--- src/hw/sram_host_pkg.sv ---
// Package for the static RAM host controller: widths, timing figures and cycle counts.
// Assumes a 40 MHz controller clock; all figures are for the slower speed grade.
package sram_host_pkg;
	localparam int ADDR_W = 11;
	localparam int DATA_W = 8;
	localparam int MEM_WORDS = 2048;
	localparam int CLK_PERIOD_NS = 25;
	// Slower grade figures, in ns, so a controller built on them suits both grades
	localparam int READ_CYCLE_MIN_NS = 120;
	localparam int ADDRESS_TO_DATA_TIME_NS = 120;
	localparam int SELECT_TO_DATA_TIME_NS = 120;
	localparam int OUTPUT_DRIVE_ACCESS_TIME_NS = 50;
	localparam int DESELECT_TO_FLOAT_TIME_NS = 40;
	localparam int OUTPUT_DISABLE_FLOAT_TIME_NS = 40;
	localparam int WRITE_PULSE_MIN_NS = 70;
	localparam int SELECT_TO_WRITE_END_NS = 70;
	localparam int ADDRESS_VALID_TO_WRITE_END_NS = 105;
	localparam int WRITE_CYCLE_MIN_NS = 120;
	localparam int WRITE_FLOAT_TIME_NS = 35;
	localparam int CNT_W = 4;
	// Least times round up to whole cycles
	localparam logic [CNT_W-1:0] READ_CYCLES =
		CNT_W'((READ_CYCLE_MIN_NS + CLK_PERIOD_NS - 1) / CLK_PERIOD_NS);
	localparam logic [CNT_W-1:0] AWAIT_CYCLES =
		CNT_W'((ADDRESS_VALID_TO_WRITE_END_NS + CLK_PERIOD_NS - 1) / CLK_PERIOD_NS);
	localparam logic [CNT_W-1:0] WCYCLE_CYCLES =
		CNT_W'((WRITE_CYCLE_MIN_NS + CLK_PERIOD_NS - 1) / CLK_PERIOD_NS);
	localparam logic [CNT_W-1:0] FLOAT_CYCLES =
		CNT_W'((OUTPUT_DISABLE_FLOAT_TIME_NS + CLK_PERIOD_NS - 1) / CLK_PERIOD_NS);
	localparam logic [CNT_W-1:0] CNT_ZERO = 4'h0;
	localparam logic [CNT_W-1:0] CNT_ONE = 4'h1;

	typedef struct packed {
		logic              write;
		logic [ADDR_W-1:0] addr;
		logic [DATA_W-1:0] wdata;
	} sram_req_t;

	typedef struct packed {
		logic              select_n;
		logic              write_n;
		logic              drive_n;
		logic [ADDR_W-1:0] addr;
	} sram_ctl_t;

	typedef enum logic [2:0] {
		ST_IDLE  = 3'b000,
		ST_READ  = 3'b001,
		ST_RDONE = 3'b010,
		ST_WRITE = 3'b011,
		ST_WREC  = 3'b100,
		ST_FLOAT = 3'b101
	} state_t;
endpackage : sram_host_pkg

--- src/hw/sram_host.sv ---
// Clocked host controller for a 2K x 8 asynchronous static RAM.
// Assumes the memory sits on the pins below and requests arrive one at a time.
// How it works
// RQ1: Memory holds 2048 words of 8 bits.
// RQ2: Select high puts memory in standby.
// RQ3: Deselected memory floats its data pins.
// RQ4: Write happens while select and strobe low.
// RQ5: Select low, strobe high reads data.
// RQ6: Drive enable high keeps pins floating.
// RQ7: Address changes only with strobe, select high.
// RQ8: Strobe write keeps select low throughout.
// RQ9: Select write keeps strobe low throughout.
// RQ10: Address to data within access time.
// RQ11: Read cycle lasts at least cycle minimum.
// RQ12: Select to data within access time.
// RQ13: Deselect floats pins within 40 ns.
// RQ14: Drive enable to data within limit.
// RQ15: Host waits for float after drive off.
// RQ16: Old data held 10 ns after address.
// RQ17: Write strobe low long enough.
// RQ18: Select low long enough before write end.
// RQ19: Address valid long enough before write end.
// RQ20: Write cycle lasts at least cycle minimum.
// RQ21: Strobe fall floats outputs quickly.
// RQ22: No drive soon after write end.
// RQ23: Select falling with strobe keeps pins floated.
// RQ24: Round minimums up; drive bus when floated.
`timescale 1ns/100ps
module sram_host
	import sram_host_pkg::*;
(
	// Clock and reset
	input  wire logic              clk,
	input  wire logic              reset_n,
	// Request side
	input  wire logic              req_valid,
	output logic                   req_ready,
	input  wire sram_req_t         req,
	output logic                   rsp_valid,
	output logic [DATA_W-1:0]      rsp_data,
	// Memory pins
	output logic                   select_n,
	output logic                   write_n,
	output logic                   drive_n,
	output logic [ADDR_W-1:0]      mem_addr,
	input  wire logic [DATA_W-1:0] data_in,
	output logic [DATA_W-1:0]      data_out,
	output logic                   data_oe_n
);
	state_t            state_reg, state_next;
	logic [CNT_W-1:0]  cnt_reg, cnt_next;
	sram_ctl_t         ctl_reg, ctl_next;
	logic [DATA_W-1:0] wdata_reg, wdata_next;
	logic              oe_n_reg, oe_n_next;
	logic              rsp_valid_reg, rsp_valid_next;
	logic [DATA_W-1:0] rsp_data_reg, rsp_data_next;

	wire logic        idle_w = (state_reg == ST_IDLE);
	wire logic        cnt_done_w = (cnt_reg == CNT_ONE);
	// Request decode; only an idle controller takes a request
	wire logic        take_w = idle_w && req_valid;
	wire logic        take_write_w = take_w && req.write;
	wire logic        read_end_w = (state_reg == ST_READ) && cnt_done_w;
	wire logic        write_end_w = (state_reg == ST_WRITE) && cnt_done_w;
	// Released controls keep the last address, so no address edge meets a low strobe
	wire sram_ctl_t   ctl_idle_w = '{
		select_n: 1'b1,
		write_n:  1'b1,
		drive_n:  1'b1,
		addr:     ctl_reg.addr
	};

	assign req_ready = idle_w;
	assign select_n  = ctl_reg.select_n;
	assign write_n   = ctl_reg.write_n;
	assign drive_n   = ctl_reg.drive_n;
	assign mem_addr  = ctl_reg.addr;
	assign data_out  = wdata_reg;
	assign data_oe_n = oe_n_reg;
	assign rsp_valid = rsp_valid_reg;
	assign rsp_data  = rsp_data_reg;

	function automatic logic [CNT_W-1:0] dec(input logic [CNT_W-1:0] c);
		dec = (c == CNT_ZERO) ? CNT_ZERO : c - CNT_ONE;
	endfunction : dec

	// Counters load a cycle count, run down to one and then rest at zero
	always_comb begin
		state_next     = state_reg;
		cnt_next       = dec(cnt_reg);
		ctl_next       = ctl_reg;
		wdata_next     = wdata_reg;
		oe_n_next      = oe_n_reg;
		rsp_valid_next = 1'b0;
		rsp_data_next  = rsp_data_reg;
		case (state_reg)
			ST_IDLE: begin
				ctl_next  = ctl_idle_w; // RQ2
				oe_n_next = 1'b1;
				if (take_w) begin
					// Address changes while select and strobe are high
					ctl_next.addr = req.addr; // RQ7
					if (take_write_w) begin
						// Select and strobe fall together so the memory never drives
						ctl_next.select_n = 1'b0; // RQ9 RQ23
						ctl_next.write_n  = 1'b0; // RQ4 RQ8
						wdata_next        = req.wdata;
						oe_n_next         = 1'b0; // RQ24 RQ21
						cnt_next          = AWAIT_CYCLES; // RQ17 RQ18 RQ19
						state_next        = ST_WRITE;
					end else begin
						ctl_next.select_n = 1'b0; // RQ5
						ctl_next.drive_n  = 1'b0; // RQ14
						cnt_next          = READ_CYCLES; // RQ10 RQ11 RQ12
						state_next        = ST_READ;
					end
				end
			end

			ST_READ: begin
				if (read_end_w) begin
					// Sampled at the last edge of the read cycle, after the access time
					rsp_data_next  = data_in; // RQ10 RQ12 RQ14
					rsp_valid_next = 1'b1;
					ctl_next       = ctl_idle_w; // RQ13 RQ15
					cnt_next       = FLOAT_CYCLES;
					state_next     = ST_FLOAT;
				end
			end

			ST_WRITE: begin
				if (write_end_w) begin
					// Both controls rise together; data is held one more cycle
					ctl_next   = ctl_idle_w; // RQ8 RQ9
					cnt_next   = WCYCLE_CYCLES - AWAIT_CYCLES + CNT_ONE; // RQ20
					state_next = ST_WREC;
				end
			end

			ST_WREC: begin
				oe_n_next = 1'b1; // RQ22
				if (cnt_done_w)
					state_next = ST_IDLE;
			end

			ST_FLOAT: begin
				// Wait out the float time before anyone may drive the bus again
				if (cnt_done_w)
					state_next = ST_IDLE; // RQ15 RQ24
			end

			// Unused state codes fall back to a released bus
			default: begin
				ctl_next   = ctl_idle_w;
				oe_n_next  = 1'b1;
				state_next = ST_IDLE;
			end
		endcase
	end

	// State register
	always_ff @(posedge clk or negedge reset_n) begin
		if (!reset_n)
			state_reg <= ST_IDLE;
		else
			state_reg <= state_next;
	end

	// Cycle counter
	always_ff @(posedge clk or negedge reset_n) begin
		if (!reset_n)
			cnt_reg <= CNT_ZERO;
		else
			cnt_reg <= cnt_next;
	end

	// Memory controls; reset releases every strobe at once
	always_ff @(posedge clk or negedge reset_n) begin
		if (!reset_n)
			ctl_reg <= '{
				select_n: 1'b1,
				write_n:  1'b1,
				drive_n:  1'b1,
				addr:     '0
			};
		else
			ctl_reg <= ctl_next;
	end

	// Write data, held one cycle past the strobe rise for hold time
	always_ff @(posedge clk or negedge reset_n) begin
		if (!reset_n)
			wdata_reg <= '0;
		else
			wdata_reg <= wdata_next;
	end

	// Bus drive enable; low only while the memory is sure to float
	always_ff @(posedge clk or negedge reset_n) begin
		if (!reset_n)
			oe_n_reg <= 1'b1;
		else
			oe_n_reg <= oe_n_next;
	end

	// Answer pulse
	always_ff @(posedge clk or negedge reset_n) begin
		if (!reset_n)
			rsp_valid_reg <= 1'b0;
		else
			rsp_valid_reg <= rsp_valid_next;
	end

	// Read data holds until the next read ends
	always_ff @(posedge clk or negedge reset_n) begin
		if (!reset_n)
			rsp_data_reg <= '0;
		else
			rsp_data_reg <= rsp_data_next;
	end
endmodule : sram_host

--- config.mk ---
export PLATFORM = sky130hd
export DESIGN_NAME = sram_host
export DESIGN_NICKNAME = d
export VERILOG_FILES = /design/src/hw/sram_host_pkg.sv /design/src/hw/sram_host.sv
export SDC_FILE = /design/constraint.sdc
export NUM_CORES = 1
export LEC_CHECK = 0
export ABC_AREA = 1
export BUFFER_PORTS_ARGS = -buffer_cell sky130_fd_sc_hd__buf_4
export CAP_MARGIN = 5
export CORE_MARGIN = 10
export CORE_UTILIZATION = 50
export DETAILED_ROUTE_END_ITERATION = 16
export PLACE_DENSITY = 0.93
export SLEW_MARGIN = 0
export SYNTH_ARGS = -nofsm -noshare
export SYNTH_HDL_FRONTEND = slang
export SYNTH_SLANG_ARGS = --single-unit
--- constraint.sdc ---
create_clock -name clk -period 3.9 [get_ports clk]
set_clock_uncertainty 0.2 [all_clocks]
set_input_delay 0.39 -clock clk [delete_from_list [all_inputs] [get_ports clk]]
set_output_delay 0.39 -clock clk [all_outputs]
set_load 0.02 [all_outputs]
==> results of run 1 <==
-- cells by family (layout without fill, tap and decap cells) --
| kind of cell | count (synthesis) | after routing | synth area share |
|---|---|---|---|
| and+or+nand+nor | 120 | 120 | 0.3167 |
| AOI/OAI and AO/OA | 8 | 8 | 0.02651 |
| buffers and inverters | 16 | 85 | 0.04524 |
| DFF | 39 | 39 | 0.6115 |
-- routing by layer --
metal	vias to the layer above	part of all wire	GRT usage
li1	691	-	-
met1	638	0.44	0.1511
met2	53	0.47	0.2100
met3	4	0.080	0.06368
met4	0	0.0080	0.04461
met5	-	0	0
-- power breakdown --
part	internal (uW)	total, uW	switching, uW
Clock	68.8	203	135
Combinational	365	924	559
Sequential	603	727	123
-- critical path: stages (launching register included) --
cell,delay [ns]
dfrtp_1,0.44
nor2_1,0.21
inv_2,0.10
nor3_4,0.47
nand2_2,0.26
nand2_1,0.14
nand2_1,0.06
-- cell usage in the layout (no fill, tap or decap), drive strengths merged --
master	synthesis	routed
dlygate4sd3	0	1
nand2	100	100
inv	13	13
nor2	14	14
nor3	1	1
nand4	1	1
clkbuf	0	5
a21oi	3	3
dfstp	4	4
nand3	4	4
clkinv	0	1
dfrtp	35	35
buf	3	63
clkinvlp	0	2
o211ai	1	1
o21ai	4	4
-- metrics by stage --
| step | worst slack [ns] | hold WS (ns) | cells | power, uW |
|---|---|---|---|---|
| CTS | 1.881 | 0.02092 | 296 | 1878 |
| detailed placement | 1.899 | 0.1756 | 287 | 1672 |
| floorplan | 2.334 | -0.1056 | 183 | 1285 |
| global route | 1.735 | 0.02015 | 296 | 2003 |
| global placement | 1.948 | 0.1775 | 287 | 1637 |
| finish | 1.904 | 0.03135 | 296 | 1855 |
-- area by class of cell --
class | instances | area, um^2 | area share
flip-flops and latches | 39 | 980.9 | 0.4508
multi-input cells | 128 | 550.5 | 0.2530
repair buffers | 64 | 483.0 | 0.2220
well taps | 44 | 55.05 | 0.02530
inverters | 13 | 48.80 | 0.02243
clock buffers | 5 | 37.54 | 0.01725
clock inverters | 3 | 20.02 | 0.009201
-- how the worst max path moves through the flow --
| stage | startpoint | end | slack [ns] | cells after the start |
|---|---|---|---|---|
| global placement | state_reg[2] | data_out[7] | 1.95 | 6 |
| global route | state_reg[2] | data_out[5] | 1.74 | 6 |
| CTS | state_reg[2] | data_out[7] | 1.88 | 6 |
| detailed placement | state_reg[2] | data_out[7] | 1.90 | 6 |
| floorplan | state_reg[2] | mem_addr[0] | 2.33 | 7 |
| finish | state_reg[2] | data_out[7] | 1.90 | 6 |
-- what timing repair did --
action / in CTS / in global routing
hold endpoints to repair: 35 / 0
resized for setup: 0 / 0
hold buffers: 1 / 0
==> summary.md, run 1 <==
| Metric | Value |
|---|---|
| Status | completed |
| Worst Hold Launch | req[9] |
| Crit path max fanout | 14 |
| GRT Resource Usage Total | 0.1318 |
| Post-Syn Area per Cell | 8.765 um^2 |
| Yosys cell types | 19 |
| Antenna viol nets, final | 0 |
| Core box area | 3053 um^2 |
| Hold path cells | 3 |
| Vias per cell | 4.682 |
| CTS sink cnt | 39 |
| Most frequent cell after synthesis | nand2_1 |
| Synthesis-stage register bit count | 39 |
| Syn_nets | 214 |
| CTS tree | done |
| I/O Buffers | 63 |
| Fin area | 2176 um^2 |
| First-pass GRT wire length | 6410 um |
| Setup violators final | 0 |
| # diodes | 0 |
| Post-synthesis sequential area ratio | 0.6115 |
| R2r endpoint | data_out[7] |
| Post-Synthesis Cells | 183 |
| Crit end category | flop |
| CP required | 3.95 ns |
| Final period util | 0.5117 |
| Critical path startpoint category | flop |
| Data arrival time of the worst path | 2.04 ns |
| Worst-skew pair later-pin latency | 0.34 ns |
| NumNets Final | 282 |
| VDD IR max | 0.4818 mV |
| Post-route DRC | 0 |
| Post-DP Area | 2108 um^2 |
| Vias | 1386 |
| Share of layout cells above drive strength 1 | 0.3452 |
| Max_cap viols | 0 |
| Power Density | 852.3 nW/um^2 |
| Final Hold Fails | 0 |
| Synthesized cell area | 1604 um^2 |
| R2R setup slack | 1.90 ns |
| Clk slew on worst S/H paths | 0.12 ns |
| Syn-to-layout area delta | 35.65% |
| LEAKAGE | 0.001216 uW |
| Type of the most critical hold path | in -> reg |
| DIE WIDTH | 76.64 um |
| Synth cell count leaders | nand2_1 (97), dfrtp_1 (35), inv_1 (11), nor2_1 (8) |
| H-tree depth | 2 |
| Root Buffer | clkbuf_4 |
| Vias in the first global route | 1382 |
| Setup TNS | 0 ns |
| Fill cells | 262 |
| Final period demand of the worst path | 1.996 ns |
| Max-slew violations | 0 |
| DP HPWL | 3081 um |
| Ranking of synthesized cells by area | dfrtp_1 (55%), nand2_1 (23%), dfstp_2 (6.6%) |
| Total gr overflow | 0 |
| Ys flop type | dfrtp_1 |
| # IOs | 64 |
| Number of synthesized flops with an enable pin | 0 |
| Largest net degree at the start of global routing | 40 |
| Detailed Route Iter0 Violations | 73 |
| Detailed Routing Iterations Pass 1 | 4 |
| Fraction of registers with async set/reset | 1.000 |
| Yosys top cell area share | 0.5460 |
| Die Area | 5874 um^2 |
| Worst-Margin Slew | 0.5893 ns |
| Antenna violations before repair | 0 |
| CTS max path bufs | 2 |
| R2R depth | 6 |
| Hold Path End | mem_addr[1] |
| WL final | 3894 um |
| Worst R2R Start | state_reg[2] |
| CTS Buf Count | 5 |
| Fmax | 501.1 MHz |
| Number of flip-flops in the largest register | 11 |
| Crit Path Class | reg -> reg |
| Row cnt | 20 |
| Die Y | 76.64 um |
| Leading area contributor after synthesis | dfrtp_1 |
| Initial Util | 0.5254 |
| RSZ-0062 raised after global routing | false |
| Synth warn | 0 |
| Max-slew headroom | 0.6059 |
| Post-CTS Setup Bufs | 0 |
| DR WL/cell | 13.16 um |
| Core Util, Final | 0.7127 |
| Routability cong. | 0.7848 |
No activity file was read; power rests on OpenSTA's default activity.
==> run 2, diff against run 1 <==
- CORE_UTILIZATION: 50 -> 43
- PLACE_DENSITY: 0.93 -> 0.86
- clock period: 3.9 -> 1.8 ns (I/O delays scaled with it)
==> summary.md, run 2 (same netlist as run 1, synthesis figures left out) <==
| Metric | Value |
|---|---|
| Antenna violations before repair | 0 (unchanged) |
| Worst-Margin Slew | 0.4771 ns (-0.1122 ns) |
| Die Area | 6573 um^2 (+12%) |
| Crit path to | req_ready |
| DR WL/cell | 13.47 um (+2.4%) |
| Crit Path Class | reg -> out |
| R2R setup slack | 0.20 ns (-1.70 ns) |
| Post-CTS Setup Bufs | 0 (unchanged) |
| NumNets Final | 313 (+11%) |
| Setup violators final | 0 (unchanged) |
| GRT Resource Usage Total | 0.1364 (+0.004504) |
| Final period demand of the worst path | 1.618 ns |
| Max-slew violations | 0 (unchanged) |
| H-tree depth | 2 (unchanged) |
| Fmax | 617.9 MHz |
| WL final | 4457 um (+14%) |
| Root Buffer | clkbuf_8 |
| Gate power share | 0.496 (-0.002) |
| Worst R2R Start | state_reg[2] |
| CP required | 1.42 ns (-2.53 ns) |
| Hold path cells | 4 (+1) |
| Max-slew headroom | 0.6819 (+0.07609) |
| Vias in the first global route | 1543 (+12%) |
| Data arrival time of the worst path | 1.24 ns (-0.80 ns) |
| I/O Buffers | 63 (unchanged) |
| Vias per cell | 4.595 (-1.9%) |
| Status | completed |
| Detailed Route Iter0 Violations | 111 (+52%) |
| Final period util | 0.8990 |
| Commonest non-fill, non-tap cell in the layout | nand2_1 |
| # diodes | 0 (unchanged) |
| Sequential share of power | 0.376 (-0.016) |
| Critical path startpoint category | flop |
| Net Sw Power | 1784 uW (+120%) |
| Net Sw Frac | 0.4221 (-0.01857) |
| CTS Buf Count | 5 (unchanged) |
| Worst-skew pair later-pin latency | 0.27 ns (-0.07 ns) |
| Vias | 1521 (+9.7%) |
| Antenna viol nets, final | 0 (unchanged) |
| Crit path max fanout | 4 (-10) |
| CTS tree | done |
| DP HPWL | 2979 um (-3.3%) |
| Crit end category | primary output |
| Crit path launch | state_reg[2] |
| LEAKAGE | 0.001363 uW (+12%) |
| Setup TNS | 0 ns (unchanged) |
| Number of flip-flops in the largest register | 11 (unchanged) |
| VDD IR max | 1.043 mV (+120%) |
| DIE WIDTH | 81.08 um (+5.8%) |
| RSZ-0062 raised after global routing | false |
| Clk pwr share | 0.128 (+0.018) |
| Commonest cells after routing, fill and taps aside | nand2_1 (97), buf_4 (66), dfrtp_1 (35) |
| Die Y | 81.08 um (+5.8%) |
| Syn-to-layout area delta | 56.47% |
| Post-route DRC | 0 (unchanged) |
| R2r endpoint | data_out[3] |
| Largest net degree at the start of global routing | 40 (unchanged) |
| Hold_ws | 0.08089 ns (+0.04953 ns) |
| Row cnt | 22 (+10%) |
| Routability cong. | 0.7690 (-2.0%) |
| Initial Util | 0.4415 (-0.08395) |
| # IOs | 64 (unchanged) |
| Internal | 2443 uW (+140%) |
| Max_cap viols | 0 (unchanged) |
| First-pass GRT wire length | 7189 um (+12%) |
| Core box area | 3633 um^2 (+19%) |
| CTS sink cnt | 39 (unchanged) |
| Final Hold Fails | 0 (unchanged) |
| Detailed Routing Iterations Pass 1 | 6 (+2) |
| CTS max path bufs | 2 (unchanged) |
| Type of the most critical hold path | in -> reg |
| Share of layout cells above drive strength 1 | 0.3145 (-0.03075) |
| Clk slew on worst S/H paths | 0.07 ns (-0.05 ns) |
| Power Density | 1684 nW/um^2 (+98%) |
| Total gr overflow | 0 (unchanged) |
| R2R depth | 7 (+1) |
## run 2: cell count changes in the layout (fill, tap and decap cells not counted)
cell           before  now
dlygate4sd3_1       1   29
clkbuf_4            5    0
clkbuf_8            0    5
buf_4              63   66
clkbuf_1            0    2
clkinvlp_4          2    0
nor2_1              8    7
nor2_2              3    4
## run 2: routing by layer
metal | global-route usage | vias up | wire length [um]
li1 | - | 750 | -
met1 | 0.1519 | 722 | 1722
met2 | 0.2508 | 47 | 2456
met3 | 0.04194 | 2 | 268
met4 | 0.02595 | 0 | 10
met5 | 0 | - | 0
## run 2: layout make-up
| type | instances | area [um^2] |
|---|---|---|
| tap | 48 | 60.06 |
| timing repair buffer | 95 | 785.8 |
| clock buffer | 7 | 76.32 |
| multi-input combinational | 128 | 553.0 |
| inverter | 13 | 48.80 |
| fill | 293 | 1124 |
| sequential | 39 | 980.9 |
| clock inverter | 1 | 5.005 |
## run 2: stage by stage
step           setup slack, ns  power [uW]  utilization  instance area (um^2)  cells
3_5_place_dp            0.1944        3645       0.5878                  2136    294
4_1_cts                 0.1103        4250       0.6901                  2507    331
6_report                0.1817        4227       0.6908                  2510    331
3_3_place_gp            0.2408        3587       0.5878                  2136    294
2_1_floorplan           0.2338        2784            -                  1604    183
5_1_grt                0.07263        4546       0.6908                  2510    331
## run 2: worst min-delay path by stage
stage / start / to / slack [ns]
floorplan: reset_n / cnt_reg[0] / -0.32
global placement: reset_n / mem_addr[2] / -0.03
detailed placement: reset_n / state_reg[0] / -0.03
CTS: req_valid / drive_n / 0.07
global route: req_valid / drive_n / 0.09
finish: req_valid / drive_n / 0.08
## run 2: timing repair
action / in CTS / in global routing
gates resized for setup: 0 / 1
hold endpoints to repair: 63 / 0
hold buffers: 29 / 0
setup endpoints to repair: 0 / 1
## run 2: power by group through the flow
stage | registers (uW) | logic (uW) | clock network, uW
CTS | 1580 | 2110 | 560
finish | 1590 | 2100 | 543
global route | 1640 | 2300 | 605
global placement | 1580 | 2000 | 0
detailed placement | 1590 | 2060 | 0
floorplan | 1980 | 808 | 0
## run 2: critical path, stage by stage (launching register included)
cell	delay, ns
dfrtp_1	0.45
nor2_2	0.18
inv_2	0.08
nor2_4	0.10
buf_4	0.15
